==> src/common/pll_cfg_pkg.sv <==
// constants for the pll dynamic configuration port
package pll_cfg_pkg;
	localparam int CFG_BITS = 81;
	localparam int EXT_CFG_BITS = 89;
	localparam int PHASE_LSB = 29;
	localparam int PHASE_W = 3;
	localparam int OUT_DIV_W = 5;
	localparam int OUT3_DIV_LSB = 24;
	localparam int OUT2_DIV_LSB = 19;
	localparam int OUT1_DIV_LSB = 14;
	localparam int FB_DIV_LSB = 7;
	localparam int LOOP_DIV_W = 7;
	localparam int IN_DIV_LSB = 0;
	localparam int SRC2_SEL_BIT = 32;
	localparam int SRC3_SEL_BIT = 33;
	localparam logic [PHASE_W-1:0] PHASE_DEG0 = 3'h0;
	localparam logic [PHASE_W-1:0] PHASE_DEG90 = 3'h1;
	localparam logic [PHASE_W-1:0] PHASE_DEG180 = 3'h2;
	localparam logic [PHASE_W-1:0] PHASE_DEG270 = 3'h3;
	localparam logic [EXT_CFG_BITS-1:0] DEFAULT_CFG = 89'h0_0000_0000_0000_0000_4000;
	localparam int ADDR_W = 8;
	localparam logic [ADDR_W-1:0] REG_CONTROL = 8'h00;
	localparam logic [ADDR_W-1:0] REG_STATUS = 8'h04;
	localparam logic [ADDR_W-1:0] REG_ACTIVE0 = 8'h08;
	localparam logic [ADDR_W-1:0] REG_ACTIVE1 = 8'h0c;
	localparam logic [ADDR_W-1:0] REG_ACTIVE2 = 8'h10;
	localparam logic [ADDR_W-1:0] REG_UPDATES = 8'h14;
	localparam int CTRL_OUT_EN_BIT = 0;
	localparam logic [31:0] CONTROL_RESET = 32'h0000_0001;
	localparam int UPDATE_CNT_W = 16;
endpackage

==> src/rtl/cfg_shift_chain.sv <==
// serial shift chain and holding register for the configuration word
`timescale 1ns/1ns
module cfg_shift_chain #(
	parameter int WIDTH = 81,
	parameter logic [WIDTH-1:0] HOLD_RESET = '0
) (
	input wire logic sys_clk,
	input wire logic reset,
	input wire logic shift_pulse,
	input wire logic update_pulse,
	input wire logic serial_in,
	output logic serial_out,
	output logic [WIDTH-1:0] chain_word,
	output logic [WIDTH-1:0] hold_word
);
	logic [WIDTH-1:0] chain_ff;
	logic [WIDTH-1:0] hold_ff;

	// chain moves toward the top bit; the top bit leaves on serial out
	always_ff @(posedge sys_clk) begin
		if (reset) begin
			chain_ff <= '0;
		end else if (shift_pulse) begin
			chain_ff <= {chain_ff[WIDTH-2:0], serial_in};
		end
	end

	// holding copy keeps the live setup steady while new bits stream in
	always_ff @(posedge sys_clk) begin
		if (reset) begin
			hold_ff <= HOLD_RESET;
		end else if (update_pulse) begin
			hold_ff <= chain_ff;
		end
	end

	assign serial_out = chain_ff[WIDTH-1];
	assign chain_word = chain_ff;
	assign hold_word = hold_ff;
endmodule // cfg_shift_chain

==> src/rtl/clock_divider.sv <==
// edge counting divider, ratio is divisor plus one
`timescale 1ns/1ns
module clock_divider #(
	parameter int DIV_W = 5
) (
	input wire logic sys_clk,
	input wire logic reset,
	input wire logic src,
	input wire logic [DIV_W-1:0] divisor,
	output logic div_out,
	output logic tick
);
	logic src_prev_ff;
	logic [DIV_W-1:0] cnt_ff;
	logic [DIV_W-1:0] nxt_cnt;
	logic [DIV_W:0] half;
	logic out_ff;
	logic tick_ff;
	logic rise;

	// high for the first ceil(ratio/2) source edges of each period
	always_comb begin
		rise = src & ~src_prev_ff;
		half = DIV_W'(0) + (({1'b0, divisor} + (DIV_W+1)'(2)) >> 1);
		nxt_cnt = (cnt_ff == divisor) ? '0 : cnt_ff + DIV_W'(1);
	end

	always_ff @(posedge sys_clk) begin
		if (reset) begin
			src_prev_ff <= 1'b0;
			cnt_ff <= '0;
			out_ff <= 1'b0;
			tick_ff <= 1'b0;
		end else begin
			src_prev_ff <= src;
			tick_ff <= rise && (cnt_ff == divisor);
			if (divisor == '0) begin
				out_ff <= src; // ratio one passes the source straight on
				cnt_ff <= '0;
			end else if (rise) begin
				cnt_ff <= nxt_cnt;
				out_ff <= ({1'b0, nxt_cnt} < half);
			end
		end
	end

	assign div_out = out_ff;
	assign tick = tick_ff;
endmodule // clock_divider

==> src/rtl/pll_dynamic_config_port.sv <==
// dynamic configuration port of the clock conditioning circuit
//
// The register offsets and the address-and-strobe port were left to the implementer.
`timescale 1ns/1ns
module pll_dynamic_config_port #(
	parameter bit EXTENDED = 1'b0
) (
	input wire logic sys_clk,
	input wire logic reset,
	input wire logic cfg_mode,
	input wire logic cfg_serial_in,
	input wire logic cfg_shift_clock,
	input wire logic cfg_shift_enable,
	input wire logic cfg_update_strobe,
	output logic cfg_serial_out,
	input wire logic ref_clock_in_first,
	input wire logic ref_clock_in_second,
	input wire logic ref_clock_in_third,
	output logic primary_global_out,
	output logic second_global_out,
	output logic third_global_out,
	output logic second_aux_out,
	output logic third_aux_out,
	output logic input_div_out,
	output logic feedback_div_out,
	input wire logic [pll_cfg_pkg::ADDR_W-1:0] reg_addr,
	input wire logic [31:0] reg_wdata,
	input wire logic reg_write,
	input wire logic reg_read,
	output logic [31:0] reg_rdata
);
	// extra bits only exist on the extended variant
	localparam int CW = EXTENDED ? pll_cfg_pkg::EXT_CFG_BITS : pll_cfg_pkg::CFG_BITS;
	localparam logic [CW-1:0] DEF_WORD = pll_cfg_pkg::DEFAULT_CFG[CW-1:0];

	logic sclk_prev_ff;
	logic upd_prev_ff;
	logic shift_pulse;
	logic update_pulse;
	logic [CW-1:0] chain_word;
	logic [CW-1:0] hold_word;
	logic [CW-1:0] active_ff;
	logic [CW-1:0] nxt_active;
	logic [1:0] vco_ff;
	logic [3:0] vco_phase;
	logic phase_ff;
	logic [2:0] div_src;
	logic [2:0] div_out;
	logic [2:0][pll_cfg_pkg::OUT_DIV_W-1:0] div_val;
	logic [31:0] control_ff;
	logic [pll_cfg_pkg::UPDATE_CNT_W-1:0] update_cnt_ff;
	logic [95:0] active_padded;
	logic [31:0] nxt_rdata;
	logic fb_tick;
	logic in_tick;
	logic [pll_cfg_pkg::PHASE_W-1:0] phase_code;

	// picks one output divider field out of a configuration word
	function automatic logic [pll_cfg_pkg::OUT_DIV_W-1:0] out_div_field(
		input logic [CW-1:0] word,
		input int idx
	);
		int lsb;
		lsb = (idx == 0) ? pll_cfg_pkg::OUT1_DIV_LSB :
			(idx == 1) ? pll_cfg_pkg::OUT2_DIV_LSB : pll_cfg_pkg::OUT3_DIV_LSB;
		return word[lsb +: pll_cfg_pkg::OUT_DIV_W];
	endfunction

	// shift clock and update are plain synchronous inputs; act on their rising edges
	always_ff @(posedge sys_clk) begin
		if (reset) begin
			sclk_prev_ff <= 1'b0;
			upd_prev_ff <= 1'b0;
		end else begin
			sclk_prev_ff <= cfg_shift_clock;
			upd_prev_ff <= cfg_update_strobe;
		end
	end

	// a shift needs the enable during the clock edge; the partner only shifts then updates
	assign shift_pulse = cfg_shift_enable & cfg_shift_clock & ~sclk_prev_ff;
	assign update_pulse = cfg_update_strobe & ~upd_prev_ff;

	cfg_shift_chain #(
		.WIDTH(CW),
		.HOLD_RESET(DEF_WORD)
	) u_chain (
		.sys_clk(sys_clk),
		.reset(reset),
		.shift_pulse(shift_pulse),
		.update_pulse(update_pulse),
		.serial_in(cfg_serial_in),
		.serial_out(cfg_serial_out),
		.chain_word(chain_word),
		.hold_word(hold_word)
	);

	// whole-word source mux; default bits are a constant so nothing can rewrite them
	always_comb begin
		nxt_active = cfg_mode ? hold_word : DEF_WORD;
	end

	always_ff @(posedge sys_clk) begin
		if (reset) begin
			active_ff <= DEF_WORD;
		end else begin
			active_ff <= nxt_active;
		end
	end

	// johnson pair gives four oscillator phases a quarter period apart
	always_ff @(posedge sys_clk) begin
		if (reset) begin
			vco_ff <= 2'h0;
		end else begin
			vco_ff <= {vco_ff[0], ~vco_ff[1]};
		end
	end

	assign vco_phase = {~vco_ff[1], ~vco_ff[0], vco_ff[1], vco_ff[0]};
	assign phase_code = active_ff[pll_cfg_pkg::PHASE_LSB +: pll_cfg_pkg::PHASE_W];

	// codes above 270 degrees fall back to phase zero rather than float
	always_ff @(posedge sys_clk) begin
		if (reset) begin
			phase_ff <= 1'b0;
		end else begin
			unique case (phase_code)
				pll_cfg_pkg::PHASE_DEG0: phase_ff <= vco_phase[0];
				pll_cfg_pkg::PHASE_DEG90: phase_ff <= vco_phase[1];
				pll_cfg_pkg::PHASE_DEG180: phase_ff <= vco_phase[2];
				pll_cfg_pkg::PHASE_DEG270: phase_ff <= vco_phase[3];
				default: phase_ff <= vco_phase[0];
			endcase
		end
	end

	// second and third paths may run from their own inputs only in dynamic mode
	always_comb begin
		div_src[0] = phase_ff;
		div_src[1] = (cfg_mode && active_ff[pll_cfg_pkg::SRC2_SEL_BIT]) ?
			ref_clock_in_second : vco_phase[0];
		div_src[2] = (cfg_mode && active_ff[pll_cfg_pkg::SRC3_SEL_BIT]) ?
			ref_clock_in_third : vco_phase[0];
	end

	// three independent output dividers, one per global path
	generate
		for (genvar g = 0; g < 3; g++) begin : g_out_div
			assign div_val[g] = out_div_field(active_ff, g);
			clock_divider #(
				.DIV_W(pll_cfg_pkg::OUT_DIV_W)
			) u_div (
				.sys_clk(sys_clk),
				.reset(reset),
				.src(div_src[g]),
				.divisor(div_val[g]),
				.div_out(div_out[g]),
				.tick()
			);
		end
	endgenerate

	// input divider ahead of the loop, feedback divider on the oscillator
	clock_divider #(
		.DIV_W(pll_cfg_pkg::LOOP_DIV_W)
	) u_in_div (
		.sys_clk(sys_clk),
		.reset(reset),
		.src(ref_clock_in_first),
		.divisor(active_ff[pll_cfg_pkg::IN_DIV_LSB +: pll_cfg_pkg::LOOP_DIV_W]),
		.div_out(input_div_out),
		.tick(in_tick)
	);

	clock_divider #(
		.DIV_W(pll_cfg_pkg::LOOP_DIV_W)
	) u_fb_div (
		.sys_clk(sys_clk),
		.reset(reset),
		.src(vco_phase[0]),
		.divisor(active_ff[pll_cfg_pkg::FB_DIV_LSB +: pll_cfg_pkg::LOOP_DIV_W]),
		.div_out(feedback_div_out),
		.tick(fb_tick)
	);

	// globals are gated by software; aux outputs always run
	assign primary_global_out = div_out[0] & control_ff[pll_cfg_pkg::CTRL_OUT_EN_BIT];
	assign second_global_out = div_out[1] & control_ff[pll_cfg_pkg::CTRL_OUT_EN_BIT];
	assign third_global_out = div_out[2] & control_ff[pll_cfg_pkg::CTRL_OUT_EN_BIT];
	assign second_aux_out = div_out[1];
	assign third_aux_out = div_out[2];

	// control register
	always_ff @(posedge sys_clk) begin
		if (reset) begin
			control_ff <= pll_cfg_pkg::CONTROL_RESET;
		end else if (reg_write && reg_addr == pll_cfg_pkg::REG_CONTROL) begin
			control_ff <= {31'h0, reg_wdata[pll_cfg_pkg::CTRL_OUT_EN_BIT]};
		end
	end

	// counts updates so software can see that a new word was taken; wraps
	always_ff @(posedge sys_clk) begin
		if (reset) begin
			update_cnt_ff <= '0;
		end else if (update_pulse) begin
			update_cnt_ff <= update_cnt_ff + pll_cfg_pkg::UPDATE_CNT_W'(1);
		end
	end

	// read mux; unmapped addresses read zero
	always_comb begin
		active_padded = '0;
		active_padded[CW-1:0] = active_ff;
		nxt_rdata = 32'h0;
		unique case (reg_addr)
			pll_cfg_pkg::REG_CONTROL: nxt_rdata = control_ff;
			pll_cfg_pkg::REG_STATUS: nxt_rdata = {28'h0, feedback_div_out, input_div_out,
				control_ff[pll_cfg_pkg::CTRL_OUT_EN_BIT], cfg_mode};
			pll_cfg_pkg::REG_ACTIVE0: nxt_rdata = active_padded[31:0];
			pll_cfg_pkg::REG_ACTIVE1: nxt_rdata = active_padded[63:32];
			pll_cfg_pkg::REG_ACTIVE2: nxt_rdata = active_padded[95:64];
			pll_cfg_pkg::REG_UPDATES: nxt_rdata = {16'h0, update_cnt_ff};
			default: nxt_rdata = 32'h0;
		endcase
	end

	// read data only stand in the cycle after the strobe
	always_ff @(posedge sys_clk) begin
		if (reset) begin
			reg_rdata <= 32'h0;
		end else begin
			reg_rdata <= reg_read ? nxt_rdata : 32'h0;
		end
	end
endmodule // pll_dynamic_config_port

==> config.mk <==
export PLATFORM = sky130hd
export DESIGN_NAME = pll_dynamic_config_port
export DESIGN_NICKNAME = d
export VERILOG_FILES = /design/src/common/pll_cfg_pkg.sv /design/src/rtl/cfg_shift_chain.sv /design/src/rtl/clock_divider.sv /design/src/rtl/pll_dynamic_config_port.sv
export SDC_FILE = /design/constraint.sdc
export NUM_CORES = 1
export LEC_CHECK = 0
export BUFFER_PORTS_ARGS = -buffer_cell sky130_fd_sc_hd__buf_2
export CAP_MARGIN = 40
export CELL_PAD_IN_SITES_DETAIL_PLACEMENT = 1
export CELL_PAD_IN_SITES_GLOBAL_PLACEMENT = 1
export CORE_MARGIN = 1
export CORE_UTILIZATION = 46
export DETAILED_ROUTE_END_ITERATION = 10
export PLACE_DENSITY = 0.89
export SYNTH_ARGS = -nofsm -noshare
export SYNTH_HDL_FRONTEND = slang
export SYNTH_SLANG_ARGS = --single-unit
==> constraint.sdc <==
create_clock -name sys_clk -period 2.53 [get_ports sys_clk]
set_input_delay 0.253 -clock sys_clk [delete_from_list [all_inputs] [get_ports sys_clk]]
set_output_delay 0.253 -clock sys_clk [all_outputs]
set_load 0.01 [all_outputs]
==> qor_table.md <==
| Result | Reported | Unit |
|---|---|---|
| Outcome | complete, no violations | - |
| Fraction of layout instances using a drive strength above 1 | 0.131 | - |
| Diode count | 0 | - |
| Initial antenna violation count | 0 | - |
| Number of endpoints failing setup at the final stage | 0 | - |
| Max-cap violation count | 0 | - |
| Async set or reset register ratio after synthesis | 0 | - |
| Count of standard-cell rows | 62 | - |
| Area of the core region | 0.0290 | sq mm |
| Required arrival time at the worst endpoint | 2.93 | ns |
| Vias in the first global route | 12800 | - |
| Time the worst path needs with I/O delays and setup | 2.40 | ns |
| Net count of the finished layout | 1730 | - |
| Number of hold-slack violations in the final timing report | 0 | - |
| Largest net degree at the start of global routing | 94 | - |
| Global-route congestion overflow total | 0 | - |
| Synth Register Bits | 335 | - |
| Largest driver fanout on the critical path | 4 | - |
| Peak clock frequency supported by timing | 0.417 | GHz |
| Capturing element type of the critical path | register | - |
| Classification of the worst setup path | reg2reg | - |
| Vias | 12000 | - |
| VDD IR-drop max | 0.000343 | V |
| Post-CTS repair timing setup buffer count | 0 | - |
| First-pass GRT wire length | 70.1 | mm |
| Vias per std cell | 5.86 | - |
| Worst slew margin relative to its limit | 0.386 | - |
| Number of H-tree branching levels | 2 | - |
| Cell variety after synth | 66 | - |
| RSZ-0062 raised after global routing | false | - |
| Post-layout power | 11.3 | mW |
| Chip width | 175 | microns |
| Combined area of all synthesized cells | 0.0137 | sq mm |
| Clock latency on the worst-skew pair | 0.53 | ns |
| Placer Congestion | 0.845 | - |
| Count of input and output buffers | 60 | - |
| Hold/Removal Path Class | in2reg | - |
| Warnings, synthesis | 0 | - |
| Post-synth EDFFs | 0 | - |
| Mean cell area of the mapped netlist | 8.56 | sq um |
| Vertical extent of the die | 175 | microns |
| Sequential area share after synthesis | 0.488 | - |
| Router iterations before antenna repair | 5 | - |
| Clock-pin slew reported for the worst setup and hold paths after clock tree synthesis | 0.06 | ns |
| Drt wl/cell | 21.5 | microns |
| Die Area | 0.0306 | sq mm |
| Ys flop type | dfxtp_1 | - |
| Maximum clock skew at final layout | 0.0219 | ns |
| Clock buffer count from CTS | 36 | - |
| Starting density of the core | 0.474 | - |
| HPWL Detailed | 24.8 | mm |
| Io pins | 92 | - |
| Leakage Power | 5.93 | nW |
| Summed negative setup slack over all endpoints | 0 | ns |
| DRC violation total after the first TritonRoute iteration | 870 | - |
| Area growth syn-to-layout | 14.8 | % |
| Post-route clock period utilization | 0.949 | - |
| DRC violations left | 0 | - |
| Measured slew at the worst slew-check pin | 0.921 | ns |
| Wirelength, routed | 44.1 | mm |
| Number of nets in the synthesized netlist | 1693 | - |
| Clk Tree Root Cell | clkbuf_16 | - |
| Total number of clock tree sinks | 335 | - |
| Startpoint kind of the worst setup timing path | register | - |
| Max Buffers Root-to-Sink | 3 | - |
| PwrDens | 717 | mW/mm^2 |
| Post-Synthesis Cells | 1606 | - |
| Total global routing track utilization | 0.288 | - |
| Crit path DAT | 2.80 | ns |
| Count of nets left with antenna violations after detail routing | 0 | - |
| Post-place instance area | 0.0145 | sq mm |
| Number of pins exceeding their max-slew limit in the final report | 0 | - |
| Clock tree from TritonCTS | built | - |
| Area of all placed cells without fillers | 0.0158 | sq mm |
[worst max-delay path, stage by stage (launching register included)]
cell,delay [ns]
dfxtp_1,0.41
ha_2,0.26
nand3_1,0.15
o21a_1,0.25
o22a_1,0.20
ha_1,0.32
nand4_1,0.13
or2_2,0.31
a32o_1,0.26
[metal layers]
metal  routed length, microns  GRT usage
met2                    22300      0.514
met3                     2120     0.0411
met4                     1710      0.127
met1                    18000      0.343
met5                        0          0
[logic make-up after synthesis]
group	share of synthesized area
flip-flops	0.488
multiplexers	0.0195
AND/OR/NAND/NOR	0.229
buffers and inverters	0.0352
adder cells (fa/ha/maj)	0.0319
XOR/XNOR	0.0402
AO/OA/AOI/OAI	0.156
[report_power, final]
group	leakage (nW)	switching (mW)	internal, mW	total (mW)
combinational	2.62	0.300	0.0977	0.397
clock	0.604	2.25	3.34	5.59
sequential	2.71	0.0276	5.29	5.32
total	5.93	2.58	8.73	11.3
[synthesized netlist by cell type, types with 5 or more instances]
cell       count  share of area
or2_2          6         0.0027
a211oi_1       8         0.0044
clkbuf_1      86          0.023
xnor2_1       40          0.025
a22oi_1       22          0.012
a22oi_2        5         0.0046
inv_1         14         0.0038
o22a_1        13         0.0083
a2111oi_0      7         0.0045
and3_1         9         0.0041
o21ai_0       22         0.0080
o21a_1         7         0.0038
ha_1          35          0.032
nor4_1         8         0.0036
nor2_1        61          0.017
a21oi_2        5         0.0032
nand3_1       57          0.021
nand4_1       11         0.0050
o221ai_1      13         0.0083
a21oi_1      196          0.071
mux2i_1       11         0.0080
nor3_1        16         0.0058
xor2_1        23          0.015
dfxtp_1      335           0.49
o31ai_1        5         0.0027
mux2_2        14          0.011
buf_1          9         0.0025
nor2b_1       12         0.0055
nand2_1      384           0.10
a21o_1         8         0.0044
or4_1          6         0.0033
nand2b_1       5         0.0023
and2_1        92          0.042
[per-stage QoR]
step,setup WS [ns],hold slack [ns],cells,util
after floorplan,0.224,0.378,1606,-
after global placement,0.190,0.418,1985,0.498
after detailed placement,0.0804,0.428,1986,0.499
after CTS,0.0196,0.0185,2050,0.542
after global routing,0.00840,0.0484,2050,0.544
final,0.129,0.0352,2050,0.544
[cell type report]
cell class	instances	area (sq um)
Multi-Input combinational cell	1153	6610
Inverter	14	52.6
Clock inverter	15	214
Sequential cell	335	6720
Tap cell	384	480
Timing Repair Buffer	103	687
Fill cell	3339	13200
Clock buffer	46	1010
[path summary, 6_finish.rpt]
| path | startpoint | to | slack [ns] | cells after the start |
|---|---|---|---|---|
| worst max-delay path | u_in_div.cnt_ff[1] | u_in_div.div_out | 0.13 | 8 |
| worst min-delay path | ref_clock_in_first | u_in_div.src_prev_ff | 0.04 | 2 |
| worst max register to register | u_in_div.cnt_ff[1] | u_in_div.div_out | 0.13 | 8 |
| worst min register to register | u_chain.hold_word[63] | u_chain.hold_word[63] | 0.45 | 2 |
[flip-flops by register name (all words and copies together), names as in the netlist, 2 cells and up]
signal,count
active_ff,81
g_out_div.u_div.cnt_ff,15
g_out_div.u_div.div_out,3
g_out_div.u_div.src_prev_ff,3
reg_rdata,32
u_chain.chain_word,81
u_chain.hold_word,81
u_fb_div.cnt_ff,7
u_in_div.cnt_ff,7
update_cnt_ff,16
vco_ff,2
[repair_timing]
action                     in CTS  in global routing
hold buffers                    3                  0
gates resized for setup         0                 21
setup endpoints to repair       0                  5
hold endpoints to repair        3                  0
[cells in the final DEF, fill, tap and decap left out, types with 14 or more instances in the layout]
cell,n
xor2_1,23
inv_1,14
nand2_1,384
nand3_1,54
dfxtp_1,327
ha_1,33
o21ai_0,20
xnor2_1,40
buf_4,36
mux2_2,14
a21oi_1,196
nor2_1,57
nor3_1,16
and2_1,92
buf_2,59
clkbuf_16,37
a22oi_1,22
Power figures use the tool's default switching activity.
